$ cat src/pkg/sse_pkg.sv
/*
 * Shared constants and types of the stack and shift execute block.
 * Assumes a 16-bit core with a word-wide data memory on the stack side.
 */
package sse_pkg;
	// Data and address width of the core
	localparam int DW = 16;

	// Status word bit positions
	localparam int SR_C = 0;
	localparam int SR_Z = 1;
	localparam int SR_N = 2;
	localparam int SR_GIE = 3;
	localparam int SR_PROCESSOR_OFF_BIT = 4;
	localparam int SR_OSCILLATOR_OFF_BIT = 5;
	localparam int SR_V = 8;

	// Reset values
	localparam logic [15:0] SP_RESET = 16'h0000;
	localparam logic [15:0] PC_RESET = 16'h0000;
	localparam logic [15:0] SR_RESET = 16'h0000;

	// Stack step, always a word
	localparam logic [15:0] STACK_STEP = 16'h0002;

	// Overflow windows of the left shifts, value before the shift
	localparam logic [15:0] OVF_WORD_LO = 16'h4000;
	localparam logic [15:0] OVF_WORD_HI = 16'hc000;
	localparam logic [7:0] OVF_BYTE_LO = 8'h40;
	localparam logic [7:0] OVF_BYTE_HI = 8'hc0;

	// Cycle counts of the no-operation stand-ins
	localparam logic [3:0] CYC_MOV_IDX = 4'h6;
	localparam logic [3:0] CYC_MOV_IND = 4'h5;
	localparam logic [3:0] CYC_JMP_NEXT = 4'h2;

	// Watchdog control address
	localparam logic [15:0] WDT_CTL_ADDR = 16'h0120;

	// Instruction classes handled here
	typedef enum logic [3:0] {
		OP_POP = 4'h0,
		OP_PUSH = 4'h1,
		OP_RET = 4'h2,
		OP_INTERRUPT_RETURN = 4'h3,
		OP_RLA = 4'h4,
		OP_RLC = 4'h5,
		OP_RRA = 4'h6,
		OP_MOV_IDX = 4'h7,
		OP_MOV_IND = 4'h8,
		OP_JMP_NEXT = 4'h9
	} sse_op_t;

	// Sequencer states, Gray along idle-read-read
	typedef enum logic [2:0] {
		ST_IDLE = 3'h0,
		ST_READ1 = 3'h1,
		ST_READ2 = 3'h3,
		ST_WRITE = 3'h2,
		ST_WAIT = 3'h6
	} sse_state_t;

	// Command from the decoder
	typedef struct packed {
		sse_op_t op;
		logic byteOp;
		logic dstIsReg;
		logic [15:0] srcVal;
		logic [15:0] dstVal;
		logic [15:0] dataAddr;
	} sse_cmd_t;

	// Result toward the destination writer
	typedef struct packed {
		logic [15:0] data;
		logic byteOp;
		logic toReg;
	} sse_res_t;

	// Left-shift overflow window on the value before the shift
	function automatic logic sse_ovf_window(input logic [15:0] v,
		input logic isByte);
		if (isByte) begin
			sse_ovf_window = (v[7:0] >= OVF_BYTE_LO) &&
				(v[7:0] < OVF_BYTE_HI);
		end else begin
			sse_ovf_window = (v >= OVF_WORD_LO) && (v < OVF_WORD_HI);
		end
	endfunction
endpackage

$ cat src/core/sse_shift_unit.sv
/*
 * Combinational shift and rotate datapath with its flag results.
 * Assumes the caller registers result and flags and feeds the old carry.
 */
`timescale 1ns/10ps
module sse_shift_unit import sse_pkg::*; (
	// Operation
	input wire sse_op_t op,
	input wire logic byteOp,
	// Operands
	input wire logic [15:0] dstVal,
	input wire logic carryIn,
	// Results
	output logic [15:0] result,
	output logic flagN,
	output logic flagZ,
	output logic flagC,
	output logic flagV
);
	logic [15:0] wide;
	logic msb;

	// One-place shifts; byte forms work on the low byte only
	always_comb begin
		wide = byteOp ? {8'h00, dstVal[7:0]} : dstVal;
		msb = byteOp ? dstVal[7] : dstVal[15];
		result = wide;
		flagC = 1'b0;
		flagV = 1'b0;
		case (op)
			OP_RLA: begin
				result = {wide[14:0], 1'b0};
				flagC = msb;
				flagV = sse_ovf_window(dstVal, byteOp);
			end
			OP_RLC: begin
				result = {wide[14:0], carryIn};
				flagC = msb;
				flagV = sse_ovf_window(dstVal, byteOp);
			end
			OP_RRA: begin
				// Sign bit stays, so this is a signed halving
				result = byteOp ? {8'h00, dstVal[7], dstVal[7:1]} :
					{dstVal[15], dstVal[15:1]};
				flagC = dstVal[0];
				flagV = 1'b0;
			end
			default: begin
				result = wide;
			end
		endcase
		// Upper byte of a byte result is cleared
		if (byteOp) begin
			result[15:8] = 8'h00;
		end
		flagN = byteOp ? result[7] : result[15];
		flagZ = byteOp ? (result[7:0] == 8'h00) : (result == 16'h0000);
	end
endmodule // sse_shift_unit

$ cat src/core/sse_cycle_timer.sv
/*
 * Down counter that marks the last cycle of a fixed-length instruction.
 * Assumes start is a one-cycle pulse and load is at least one.
 */
`timescale 1ns/10ps
module sse_cycle_timer import sse_pkg::*; #(
	parameter int CW = 4
) (
	// Clock and reset
	input wire logic core_clk,
	input wire logic sys_rst,
	// Control
	input wire logic start,
	input wire logic [CW-1:0] load,
	// Status
	output logic last
);
	logic [CW-1:0] cnt_r;
	logic [CW-1:0] cnt_nxt;

	// Load on start, then count down to zero and stop
	always_comb begin
		cnt_nxt = cnt_r;
		if (start) begin
			cnt_nxt = load;
		end else if (cnt_r != '0) begin
			cnt_nxt = cnt_r - CW'(1);
		end
	end

	always_ff @(posedge core_clk or posedge sys_rst) begin
		if (sys_rst) begin
			cnt_r <= '0;
		end else begin
			cnt_r <= cnt_nxt;
		end
	end

	assign last = (cnt_r == CW'(1)) && !start;
endmodule // sse_cycle_timer

$ cat src/core/sse_execute.sv
/*
 * Execute sequencer for stack instructions, single-place shifts and the
 * fixed-length no-operation stand-ins.
 * Assumes a decoder that presents one command at a time and a stack memory
 * that answers each request with a one-cycle acknowledge.
 */
`timescale 1ns/10ps
// Function
// - pop reads top word, steps pointer, writes destination
// - byte pop moves only the low byte
// - byte pop into register clears upper byte
// - pop always adds two to pointer
// - push lowers pointer first, then writes word
// - push always subtracts two from pointer
// - pop, push, return keep arithmetic flags
// - return loads counter from stack, adds two
// - interrupt return loads status, then counter
// - interrupt return restores flags and mode bits
// - left shift doubles, old top into carry
// - left shift overflow on value window
// - rotate left inserts carry, top into carry
// - rotate left uses same overflow windows
// - left shifts: sign, zero, carry from width
// - right shift keeps sign, halves signed
// - right shift: carry gets bottom, overflow clear
// - byte right shift clears register upper byte
// - only interrupt return changes mode bits
// - stand-ins take six, five, two cycles
// - keyless watchdog write raises security violation
module sse_execute import sse_pkg::*; #(
	// Arbitrary key value standing for the watchdog password
	parameter logic [7:0] WDT_KEY = 8'h3c
) (
	// Clock and reset
	input wire logic core_clk,
	input wire logic sys_rst,
	// Command from the decoder
	input wire logic cmdValid,
	input wire sse_cmd_t cmd,
	output logic cmdReady,
	// Result and completion
	output logic resValid,
	output sse_res_t res,
	output logic instrDone,
	output logic securityViolation,
	// Stack memory
	output logic memReq,
	output logic memWe,
	output logic [15:0] memAddr,
	output logic [15:0] memWdata,
	input wire logic [15:0] memRdata,
	input wire logic memAck,
	// Architectural state
	output logic [15:0] stackPointer,
	output logic [15:0] programCounter,
	output logic [15:0] statusWord
);
	sse_state_t state_r, state_nxt;
	sse_op_t curOp_r, curOp_nxt;
	logic curByte_r, curByte_nxt;
	logic curReg_r, curReg_nxt;
	logic [15:0] curSrc_r, curSrc_nxt;
	logic [15:0] curAddr_r, curAddr_nxt;
	logic [15:0] sp_r, sp_nxt;
	logic [15:0] pc_r, pc_nxt;
	logic [15:0] sr_r, sr_nxt;
	logic ready_r, ready_nxt;
	logic resValid_r, resValid_nxt;
	sse_res_t res_r, res_nxt;
	logic done_r, done_nxt;
	logic viol_r, viol_nxt;
	logic memReq_r, memReq_nxt;
	logic memWe_r, memWe_nxt;
	logic [15:0] memAddr_r, memAddr_nxt;
	logic [15:0] memWdata_r, memWdata_nxt;
	logic accept;
	logic timerStart;
	logic [3:0] timerLoad;
	logic timerLast;
	logic [15:0] shResult;
	logic shN, shZ, shC, shV;

	assign accept = cmdValid && ready_r;

	// Shift datapath works straight on the incoming command
	sse_shift_unit u_shift (
		.op(cmd.op),
		.byteOp(cmd.byteOp),
		.dstVal(cmd.dstVal),
		.carryIn(sr_r[SR_C]),
		.result(shResult),
		.flagN(shN),
		.flagZ(shZ),
		.flagC(shC),
		.flagV(shV)
	);

	// Cycle budget of the stand-ins
	sse_cycle_timer #(.CW(4)) u_timer (
		.core_clk(core_clk),
		.sys_rst(sys_rst),
		.start(timerStart),
		.load(timerLoad),
		.last(timerLast)
	);

	// Timer load picks the stand-in length
	always_comb begin
		timerStart = 1'b0;
		timerLoad = CYC_JMP_NEXT;
		if (accept) begin
			case (cmd.op)
				// Done is registered, so the timer runs one cycle short
				OP_MOV_IDX: begin
					timerStart = 1'b1;
					timerLoad = CYC_MOV_IDX - 4'h1;
				end
				OP_MOV_IND: begin
					timerStart = 1'b1;
					timerLoad = CYC_MOV_IND - 4'h1;
				end
				OP_JMP_NEXT: begin
					timerStart = 1'b1;
					timerLoad = CYC_JMP_NEXT - 4'h1;
				end
				default: begin
					timerStart = 1'b0;
				end
			endcase
		end
	end

	// Sequencer next state; flags only move on shifts and interrupt return
	always_comb begin
		state_nxt = state_r;
		curOp_nxt = curOp_r;
		curByte_nxt = curByte_r;
		curReg_nxt = curReg_r;
		curSrc_nxt = curSrc_r;
		curAddr_nxt = curAddr_r;
		sp_nxt = sp_r;
		pc_nxt = pc_r;
		sr_nxt = sr_r;
		ready_nxt = ready_r;
		resValid_nxt = 1'b0;
		res_nxt = res_r;
		done_nxt = 1'b0;
		viol_nxt = 1'b0;
		memReq_nxt = memReq_r;
		memWe_nxt = memWe_r;
		memAddr_nxt = memAddr_r;
		memWdata_nxt = memWdata_r;
		case (state_r)
			ST_IDLE: begin
				if (accept) begin
					curOp_nxt = cmd.op;
					curByte_nxt = cmd.byteOp;
					curReg_nxt = cmd.dstIsReg;
					curSrc_nxt = cmd.srcVal;
					curAddr_nxt = cmd.dataAddr;
					case (cmd.op)
						OP_POP, OP_RET, OP_INTERRUPT_RETURN: begin
							// Word read at the pointer
							memReq_nxt = 1'b1;
							memWe_nxt = 1'b0;
							memAddr_nxt = sp_r;
							ready_nxt = 1'b0;
							state_nxt = ST_READ1;
						end
						OP_PUSH: begin
							// Pointer drops before the word goes out
							sp_nxt = sp_r - STACK_STEP;
							memReq_nxt = 1'b1;
							memWe_nxt = 1'b1;
							memAddr_nxt = sp_r - STACK_STEP;
							// Byte push still writes a full word
							memWdata_nxt = cmd.byteOp ?
								{8'h00, cmd.srcVal[7:0]} : cmd.srcVal;
							ready_nxt = 1'b0;
							state_nxt = ST_WRITE;
						end
						OP_RLA, OP_RLC, OP_RRA: begin
							// Single-cycle shift, mode bits kept
							res_nxt.data = shResult;
							res_nxt.byteOp = cmd.byteOp;
							res_nxt.toReg = cmd.dstIsReg;
							resValid_nxt = 1'b1;
							done_nxt = 1'b1;
							sr_nxt[SR_N] = shN;
							sr_nxt[SR_Z] = shZ;
							sr_nxt[SR_C] = shC;
							sr_nxt[SR_V] = shV;
						end
						OP_MOV_IDX, OP_MOV_IND, OP_JMP_NEXT: begin
							ready_nxt = 1'b0;
							state_nxt = ST_WAIT;
						end
						default: begin
							state_nxt = ST_IDLE;
						end
					endcase
				end
			end
			ST_READ1: begin
				if (memAck) begin
					memReq_nxt = 1'b0;
					sp_nxt = sp_r + STACK_STEP;
					case (curOp_r)
						OP_POP: begin
							// Byte pop keeps only the low byte
							res_nxt.data = curByte_r ?
								{8'h00, memRdata[7:0]} : memRdata;
							res_nxt.byteOp = curByte_r;
							res_nxt.toReg = curReg_r;
							resValid_nxt = 1'b1;
							done_nxt = 1'b1;
							ready_nxt = 1'b1;
							state_nxt = ST_IDLE;
						end
						OP_RET: begin
							pc_nxt = memRdata;
							done_nxt = 1'b1;
							ready_nxt = 1'b1;
							state_nxt = ST_IDLE;
						end
						OP_INTERRUPT_RETURN: begin
							// Whole stacked word, mode bits too
							sr_nxt = memRdata;
							memReq_nxt = 1'b1;
							memAddr_nxt = sp_r + STACK_STEP;
							state_nxt = ST_READ2;
						end
						default: begin
							ready_nxt = 1'b1;
							state_nxt = ST_IDLE;
						end
					endcase
				end
			end
			ST_READ2: begin
				if (memAck) begin
					memReq_nxt = 1'b0;
					pc_nxt = memRdata;
					sp_nxt = sp_r + STACK_STEP;
					done_nxt = 1'b1;
					ready_nxt = 1'b1;
					state_nxt = ST_IDLE;
				end
			end
			ST_WRITE: begin
				if (memAck) begin
					memReq_nxt = 1'b0;
					memWe_nxt = 1'b0;
					done_nxt = 1'b1;
					ready_nxt = 1'b1;
					state_nxt = ST_IDLE;
				end
			end
			ST_WAIT: begin
				if (timerLast) begin
					// A move onto the watchdog without key still trips it
					viol_nxt = (curOp_r != OP_JMP_NEXT) &&
						(curAddr_r == WDT_CTL_ADDR) &&
						(curSrc_r[15:8] != WDT_KEY);
					done_nxt = 1'b1;
					ready_nxt = 1'b1;
					state_nxt = ST_IDLE;
				end
			end
			default: begin
				memReq_nxt = 1'b0;
				ready_nxt = 1'b1;
				state_nxt = ST_IDLE;
			end
		endcase
	end

	// Register stage of the sequencer
	always_ff @(posedge core_clk or posedge sys_rst) begin
		if (sys_rst) begin
			state_r <= ST_IDLE;
			curOp_r <= OP_POP;
			curByte_r <= 1'b0;
			curReg_r <= 1'b0;
			curSrc_r <= 16'h0000;
			curAddr_r <= 16'h0000;
			sp_r <= SP_RESET;
			pc_r <= PC_RESET;
			sr_r <= SR_RESET;
			ready_r <= 1'b1;
			resValid_r <= 1'b0;
			res_r <= '0;
			done_r <= 1'b0;
			viol_r <= 1'b0;
			memReq_r <= 1'b0;
			memWe_r <= 1'b0;
			memAddr_r <= 16'h0000;
			memWdata_r <= 16'h0000;
		end else begin
			state_r <= state_nxt;
			curOp_r <= curOp_nxt;
			curByte_r <= curByte_nxt;
			curReg_r <= curReg_nxt;
			curSrc_r <= curSrc_nxt;
			curAddr_r <= curAddr_nxt;
			sp_r <= sp_nxt;
			pc_r <= pc_nxt;
			sr_r <= sr_nxt;
			ready_r <= ready_nxt;
			resValid_r <= resValid_nxt;
			res_r <= res_nxt;
			done_r <= done_nxt;
			viol_r <= viol_nxt;
			memReq_r <= memReq_nxt;
			memWe_r <= memWe_nxt;
			memAddr_r <= memAddr_nxt;
			memWdata_r <= memWdata_nxt;
		end
	end

	// Outputs straight from flops
	assign cmdReady = ready_r;
	assign resValid = resValid_r;
	assign res = res_r;
	assign instrDone = done_r;
	assign securityViolation = viol_r;
	assign memReq = memReq_r;
	assign memWe = memWe_r;
	assign memAddr = memAddr_r;
	assign memWdata = memWdata_r;
	assign stackPointer = sp_r;
	assign programCounter = pc_r;
	assign statusWord = sr_r;

	// Pop finishing its read steps the pointer by two
	property p_pop_step;
		@(posedge core_clk) disable iff (sys_rst)
		(state_r == ST_READ1 && memAck && curOp_r == OP_POP) |=>
			(sp_r == $past(sp_r) + STACK_STEP) && resValid_r;
	endproperty
	a_pop_step: assert property (p_pop_step)
		else $error("pop did not step pointer by two");

	// Byte pop into a register has a clear upper byte
	property p_pop_byte;
		@(posedge core_clk) disable iff (sys_rst)
		(resValid_r && res_r.byteOp && res_r.toReg) |->
			(res_r.data[15:8] == 8'h00);
	endproperty
	a_pop_byte: assert property (p_pop_byte)
		else $error("byte result upper byte not cleared");

	// Push lowers the pointer and writes at the new pointer
	property p_push_order;
		@(posedge core_clk) disable iff (sys_rst)
		(accept && cmd.op == OP_PUSH) |=>
			(sp_r == $past(sp_r) - STACK_STEP) && memReq_r && memWe_r &&
			(memAddr_r == sp_r);
	endproperty
	a_push_order: assert property (p_push_order)
		else $error("push write not at lowered pointer");

	// Flags hold while a stack operation other than interrupt return runs
	property p_flags_kept;
		@(posedge core_clk) disable iff (sys_rst)
		(state_r != ST_IDLE && curOp_r != OP_INTERRUPT_RETURN) |=> $stable(sr_r);
	endproperty
	a_flags_kept: assert property (p_flags_kept)
		else $error("status changed during stack operation");

	// Return takes the counter from the read word
	property p_ret_pc;
		@(posedge core_clk) disable iff (sys_rst)
		(state_r == ST_READ1 && memAck && curOp_r == OP_RET) |=>
			(pc_r == $past(memRdata)) && instrDone;
	endproperty
	a_ret_pc: assert property (p_ret_pc)
		else $error("return did not load counter");

	// Interrupt return loads status, then reads the next word
	property p_interrupt_return_seq;
		@(posedge core_clk) disable iff (sys_rst)
		(state_r == ST_READ1 && memAck && curOp_r == OP_INTERRUPT_RETURN) |=>
			(sr_r == $past(memRdata)) && (state_r == ST_READ2) &&
			(memAddr_r == $past(sp_r) + STACK_STEP);
	endproperty
	a_interrupt_return_seq: assert property (p_interrupt_return_seq)
		else $error("interrupt return sequence wrong");

	// Stack requests use even word addresses
	property p_even_addr;
		@(posedge core_clk) disable iff (sys_rst)
		memReq_r |-> (memAddr_r[0] == 1'b0);
	endproperty
	a_even_addr: assert property (p_even_addr)
		else $error("odd stack address");

	// Left shifts set overflow exactly on the window
	property p_left_ovf;
		@(posedge core_clk) disable iff (sys_rst)
		(accept && (cmd.op == OP_RLA || cmd.op == OP_RLC)) |=>
			(sr_r[SR_V] == sse_ovf_window($past(cmd.dstVal),
				$past(cmd.byteOp)));
	endproperty
	a_left_ovf: assert property (p_left_ovf)
		else $error("left shift overflow wrong");

	// Right shift clears overflow and keeps mode bits
	property p_rra_flags;
		@(posedge core_clk) disable iff (sys_rst)
		(accept && cmd.op == OP_RRA) |=> !sr_r[SR_V] &&
			(sr_r[SR_C] == $past(cmd.dstVal[0])) &&
			(sr_r[SR_OSCILLATOR_OFF_BIT:SR_GIE] == $past(sr_r[SR_OSCILLATOR_OFF_BIT:SR_GIE]));
	endproperty
	a_rra_flags: assert property (p_rra_flags)
		else $error("right shift flags wrong");

	// Jump stand-in completes two cycles after acceptance
	property p_jmp_time;
		@(posedge core_clk) disable iff (sys_rst)
		(accept && cmd.op == OP_JMP_NEXT) |=> !instrDone ##1 instrDone;
	endproperty
	a_jmp_time: assert property (p_jmp_time)
		else $error("jump stand-in length wrong");

	// Indexed move stand-in completes six cycles after acceptance
	property p_idx_time;
		@(posedge core_clk) disable iff (sys_rst)
		(accept && cmd.op == OP_MOV_IDX) |=> !instrDone [*5] ##1 instrDone;
	endproperty
	a_idx_time: assert property (p_idx_time)
		else $error("indexed move stand-in length wrong");

	// Keyless move to the watchdog raises the violation at completion
	property p_wdt_viol;
		@(posedge core_clk) disable iff (sys_rst)
		(accept && cmd.op == OP_MOV_IND && cmd.dataAddr == WDT_CTL_ADDR &&
			cmd.srcVal[15:8] != WDT_KEY) |=> ##4 securityViolation;
	endproperty
	a_wdt_viol: assert property (p_wdt_viol)
		else $error("missing security violation");
endmodule // sse_execute

$ cat config.mk
export PLATFORM = sky130hd
export DESIGN_NAME = sse_execute
export DESIGN_NICKNAME = d
export VERILOG_FILES = /design/src/pkg/sse_pkg.sv /design/src/core/sse_shift_unit.sv /design/src/core/sse_cycle_timer.sv /design/src/core/sse_execute.sv
export SDC_FILE = /design/constraint.sdc
export NUM_CORES = 1
export LEC_CHECK = 0
export BUFFER_PORTS_ARGS = -buffer_cell sky130_fd_sc_hd__buf_2
export CORE_MARGIN = 2
export CORE_UTILIZATION = 58
export CTS_CLUSTER_SIZE = 8
export DETAILED_ROUTE_END_ITERATION = 16
export HOLD_SLACK_MARGIN = 0.12
export PLACE_DENSITY = 0.9
export SLEW_MARGIN = 25
export SYNTH_ARGS = -nofsm -noshare
export SYNTH_HDL_FRONTEND = slang
export SYNTH_SLANG_ARGS = --single-unit
export TNS_END_PERCENT = 20
$ cat constraint.sdc
create_clock -name core_clk -period 9.2 [get_ports core_clk]
set_clock_uncertainty 0.1 [all_clocks]
set_input_delay 2.76 -clock core_clk [delete_from_list [all_inputs] [get_ports core_clk]]
set_output_delay 2.76 -clock core_clk [all_outputs]
set_load 0.01 [all_outputs]
==> out/results.tsv, run 1 <==
metric	value	unit
drcViolationCount	0	
cp_top_family	simple AND/OR/NAND/NOR gates	
drt_iter0_markers	622	
synthAdderAreaFrac	0.8746	%
cts_buffer_depth	2	
yosysMostFrequentCell	dfrtp_1	
dieHeight	115.1	um
wl_met3	1434	um
vias	6225	
path_max_fanout	34	
place.gp.congestion	0.9446	
synth_top_area_share	48.28	%
ant_nets	0	
nets	946	
synth_seq_cells	139	
post-place-ws	3.796	ns
grt_overflow_total	0	
post-route-util	72.56	%
hold_viol_final	0	
cts_made_buffers	17	
leakage	4.419	nW
register_area	3480	um2
max_freq	198.4	MHz
final_layout_size_suffix_gt1_share	26.70	%
dieWidth	115.1	um
crit_buf_inv	1	
multi_input_comb_area	3455	um2
cts_root_buf	clkbuf_16	
hp-class	flip-flop to flip-flop	
synth_simple_gate_area_share	16.14	%
antenna_found_initial	0	
cpPeakStageDelay	0.64	ns
ys.warnings.count	0	
ys_top_cells_by_area	dfrtp_1 48%, mux2_1 9.3%, nand2_1 3.9%, a21oi_1 3.2%, xnor2_1 3.1%	
max-slew-margin-rel	28.93	%
clk-insertion-delay-late	0.42	ns
async_flop_share	100.0	%
core	12010	um2
synth_xor_area_share	3.918	%
timing.final.crit_period	5.041	ns
ios	178	
ys_seq_area_share	48.64	%
fin_crit_sh	54.79	%
firstDrtPassIters	6	
maxSlewViolCount	0	
grt_max_degree	74	
outcome	completed	
fillCellCount	854	
crit_type	input pin to flip-flop	
cts_tree	built	
start_util	59.55	%
tightest_slew	1.063	ns
dieArea	13240	um2
synth_area_leader_cell	dfrtp_1	
synth_mux_area_share	11.12	%
routed.top_layer	met4	
setup_slack	4.159	ns
setup_viol_count_final	0	
routed_via_density	6.055	
cts_resized	0	
post_cts_buffers	0	
met1Wirelength	7601	um
syn_inst	717	
whs	0.3772	ns
clock_sinks	139	
dr_wl_met2	8618	um
setup-tns-final	0	ns
synth_compound_area_share	15.90	%
synth_edf_count	0	
end_kind	flip-flop	
yosysUniqueCellTypes	68	
rsz0062_at_grt	no	
crit_path_start_kind	input pin	
placed_cells	995	
yosys-top-cells-count	138 x dfrtp_1, 75 x nand2_1, 59 x mux2_1	
vdd_drop_max	0.0001374	V
netlist_area	7153	um2
grt_pass1_vias	5931	
portBuffers	175	
wl	18160	um
powerDensity	165.5	nW/um2
ctsHoldBuffers	0	
syn_to_final_growth	21.85	%
path_cells	buf_2 -> or4b_1 -> or4_1 -> a21oi_2 -> nor2b_1 -> xor2_1	
cts.clk_slew.worst_paths	0.06	ns
cap_violations	0	
layout.cells.non_filler	1028	
synth_area_per_cell	9.976	um2
wire_per_inst	17.67	um
slowest_stage	a21oi_2	
grt_usage	28.01	%
cts_max_level	4	
synth_top_family_by_area	simple AND/OR/NAND/NOR gates	
grt_pass1_wl	29180	um
cp.arrival	5.28	ns
synthFlopType	dfrtp_1	
crit_required	9.44	ns
hpwlAfterDp	12510	um
row_count	40	
[routing by layer]
metal  vias to the layer above  GRT usage (%)
li1                       2889              -
met1                      2956          37.05
met2                       326          44.20
met3                        54          7.011
met4                         0          12.05
met5                         -              0
[logic make-up (layout without fill, tap and decap cells)]
group | Yosys count | in the layout
fa+ha+maj | 5 | 5
buf+inv | 57 | 219
xor+xnor | 32 | 32
simple gates | 227 | 227
other cells | 1 | 3
mux | 71 | 71
compound gates | 185 | 185
flops | 139 | 139
[area by class of cell]
| cell class | count | share of cell area [%] |
|---|---|---|
| Tap cell | 147 | 2.110 |
| Antenna cell | 1 | 0.02871 |
| Multi-Input combinational cell | 522 | 39.64 |
| Inverter | 6 | 0.3158 |
| Clock inverter | 15 | 2.541 |
| Clock buffer | 17 | 4.881 |
| Sequential cell | 139 | 39.92 |
| Timing Repair Buffer | 181 | 10.57 |
[power breakdown]
group | internal, mW | switching, mW
Sequential | 0.614 | 0.00103
Combinational | 0.0305 | 0.0535
Clock | 0.481 | 0.263
[worst paths after layout]
kind	startpoint	endpoint	slack (ns)	cells after the start
min reg2reg	memAddr[14]	memAddr[14]	0.38	2
min in group asynchronous	sys_rst	stackPointer[15]	2.31	2
max in group asynchronous	sys_rst	curAddr_r[6]	5.38	3
max reg2reg	state_r[0]	programCounter[10]	6.13	3
max	cmd[50]	stackPointer[7]	4.16	6
min	memAddr[14]	memAddr[14]	0.38	2
[flip-flops by register name, summed over array words and instances, names as in the netlist]
register           count
resValid               1
curSrc_r               8
stackPointer          15
res                   18
memWdata              16
memAddr               15
curReg_r               1
memWe                  1
curAddr_r             16
cmdReady               1
instrDone              1
securityViolation      1
memReq                 1
state_r                3
curOp_r                4
statusWord            16
u_timer.cnt_r          4
curByte_r              1
programCounter        16
[metrics by stage]
stage / area, um2 / total power, mW
3_5_place_dp: 8066 / 0.7082
3_3_place_gp: 8066 / 0.7063
4_1_cts: 8713 / 1.454
6_report: 8716 / 1.443
5_1_grt: 8713 / 1.487
2_1_floorplan: 7157 / 0.6740
[worst register-to-register path: cells and delay by family (launching register included)]
kind / cells / cell delay [ns]
muxes: 1 / 0.66
and+or+nand+nor: 2 / 1.55
DFF: 1 / 0.64
[layout by cell type (no fill, tap or decap), types with 5 or more instances in the layout]
cell / count
a211oi_1: 9
nand3_1: 9
inv_1: 5
nor2_1: 52
mux2_2: 9
dfrtp_1: 138
a31oi_1: 5
o21ai_1: 39
or3_1: 6
a21oi_1: 46
o31ai_1: 10
nor4_1: 8
nor3_1: 9
a22oi_1: 9
xor2_1: 7
xnor2_1: 25
nand2b_1: 24
o22ai_1: 18
mux2_1: 59
clkbuf_16: 17
nor2b_1: 6
ha_1: 5
bufinv_16: 5
nand2_1: 75
buf_2: 175
a2bb2oi_1: 5
o21ai_0: 19
buf_4: 6
(Power assumes the default switching activity.)
==> run 2: changes to the inputs <==
CORE_UTILIZATION = 54   (was 58)
PLACE_DENSITY = 0.85   (was 0.9)
clock period = 4.75 ns   (was 9.2 ns; I/O delays follow)
==> out/results.tsv, run 2 (same netlist as run 1, synthesis figures left out) <==
metric	value	unit
reg2reg_slack	1.70	ns
crit_type	input pin to flip-flop	
wl	18390	um
tightest_slew	0.9867	ns
diodes	0	
layout_common_cells	175 x buf_2, 138 x dfrtp_1, 75 x nand2_1	
clk-insertion-delay-late	0.42	ns
ant_nets	0	
rsz0062_at_grt	no	
setup-tns-final	0	ns
maxSlewViolCount	0	
busiest_layer	met2	
end_kind	flip-flop	
timing.final.crit_period	3.362	ns
r2r-start	state_r[1]	
nets	953	
post-route-util	66.70	%
grt_pass1_wl	29840	um
place.gp.congestion	0.9128	
max-slew-margin-rel	34.04	%
r2r_end	memAddr[10]	
wire_per_inst	17.30	um
start_util	54.67	%
final_layout_size_suffix_gt1_share	27.06	%
clock_sinks	139	
vias	6178	
drt_iter0_markers	456	
grt_use_met2	42.71	%
cts_resized	0	
ios	178	
firstDrtPassIters	5	
setup_viol_count_final	0	
fin_crit_sh	70.78	%
crit_required	5.00	ns
use_met3	6.849	%
cts_root_buf	clkbuf_16	
setup_slack	1.388	ns
cts.clk_slew.worst_paths	0.06	ns
row_count	42	
dieHeight	119.1	um
placed_cells	1031	
cts_buffer_depth	2	
path_max_fanout	15	
layout.cells.non_filler	1063	
cap_violations	0	
grtUsageMet1	34.42	%
leakage	4.411	nW
antenna_found_initial	0	
routed_via_density	5.812	
dieWidth	119.1	um
powerDensity	299.6	nW/um2
drcViolationCount	0	
max_freq	297.4	MHz
ctsHoldBuffers	0	
grt_max_degree	65	
p_total	2.615	mW
rr_worst_depth	5	
crit_path_start	cmd[52]	
post-place-ws	0.9690	ns
core	13090	um2
dieArea	14180	um2
cts_max_level	4	
cts_made_buffers	17	
largest_reg_flops	18	
cp.arrival	3.61	ns
hold_viol_final	0	
cts_tree	built	
crit_end	stackPointer[7]	
portBuffers	175	
syn_to_final_growth	22.00	%
grt_pass1_vias	5993	
post_cts_buffers	0	
grt_overflow_total	0	
hpwlAfterDp	12950	um
outcome	completed	
hp-class	flip-flop to flip-flop	
crit_path_start_kind	input pin	
layout_commonest_cell	buf_2	
grt_usage	26.59	%
vdd_drop_max	0.0002959	V
## run 2: through the flow
step	area (um2)	hold slack [ns]
after detailed placement	8167	0.3714
final	8727	0.3795
after global routing	8727	0.3915
after global placement	8167	0.3596
after floorplan	7161	0.3492
after CTS	8727	0.3841
## run 2: worst min path at each step
stage	to	slack [ns]	depth (start not counted)	from
4_1_cts	memAddr[5]	0.38	2	memAddr[5]
5_1_grt	curAddr_r[10]	0.39	1	curAddr_r[10]
2_1_floorplan	curAddr_r[5]	0.35	1	curAddr_r[5]
3_5_place_dp	memAddr[5]	0.37	2	memAddr[5]
3_3_place_gp	curAddr_r[5]	0.36	1	curAddr_r[5]
6_report	memAddr[5]	0.38	2	memAddr[5]
## run 2: final cells by class
cell class	count	area [um2]
sequential	139	3480
multi-input combinational	522	3455
fill	1028	4358
timing repair buffer	188	985.9
inverter	6	26.28
tap	176	220.2
clock inverter	12	113.9
clock buffer	20	446.7
## run 2: routing by layer
metal | part of all wire [%] | wire length (um) | vias up
li1 | - | - | 2905
met1 | 42 | 7705 | 2972
met2 | 49 | 8921 | 260
met3 | 6.8 | 1254 | 41
met4 | 2.7 | 505 | 0
met5 | 0 | 0 | -
## run 2: worst max-delay path: stages
cell and delay (ns):
buf_2 0.18, or4b_1 0.62, or4_1 0.45, a21oi_2 0.38, buf_4 0.24, nor2b_1 0.16
xor2_1 0.15
## run 2: where the power goes
part / total, mW / leakage (nW) / switching (mW) / internal (mW)
Clock: 1.26 / 0.264 / 0.520 / 0.738
Sequential: 1.19 / 1.91 / 0.00203 / 1.19
Combinational: 0.166 / 2.23 / 0.104 / 0.0626
Total: 2.61 / 4.41 / 0.625 / 1.99
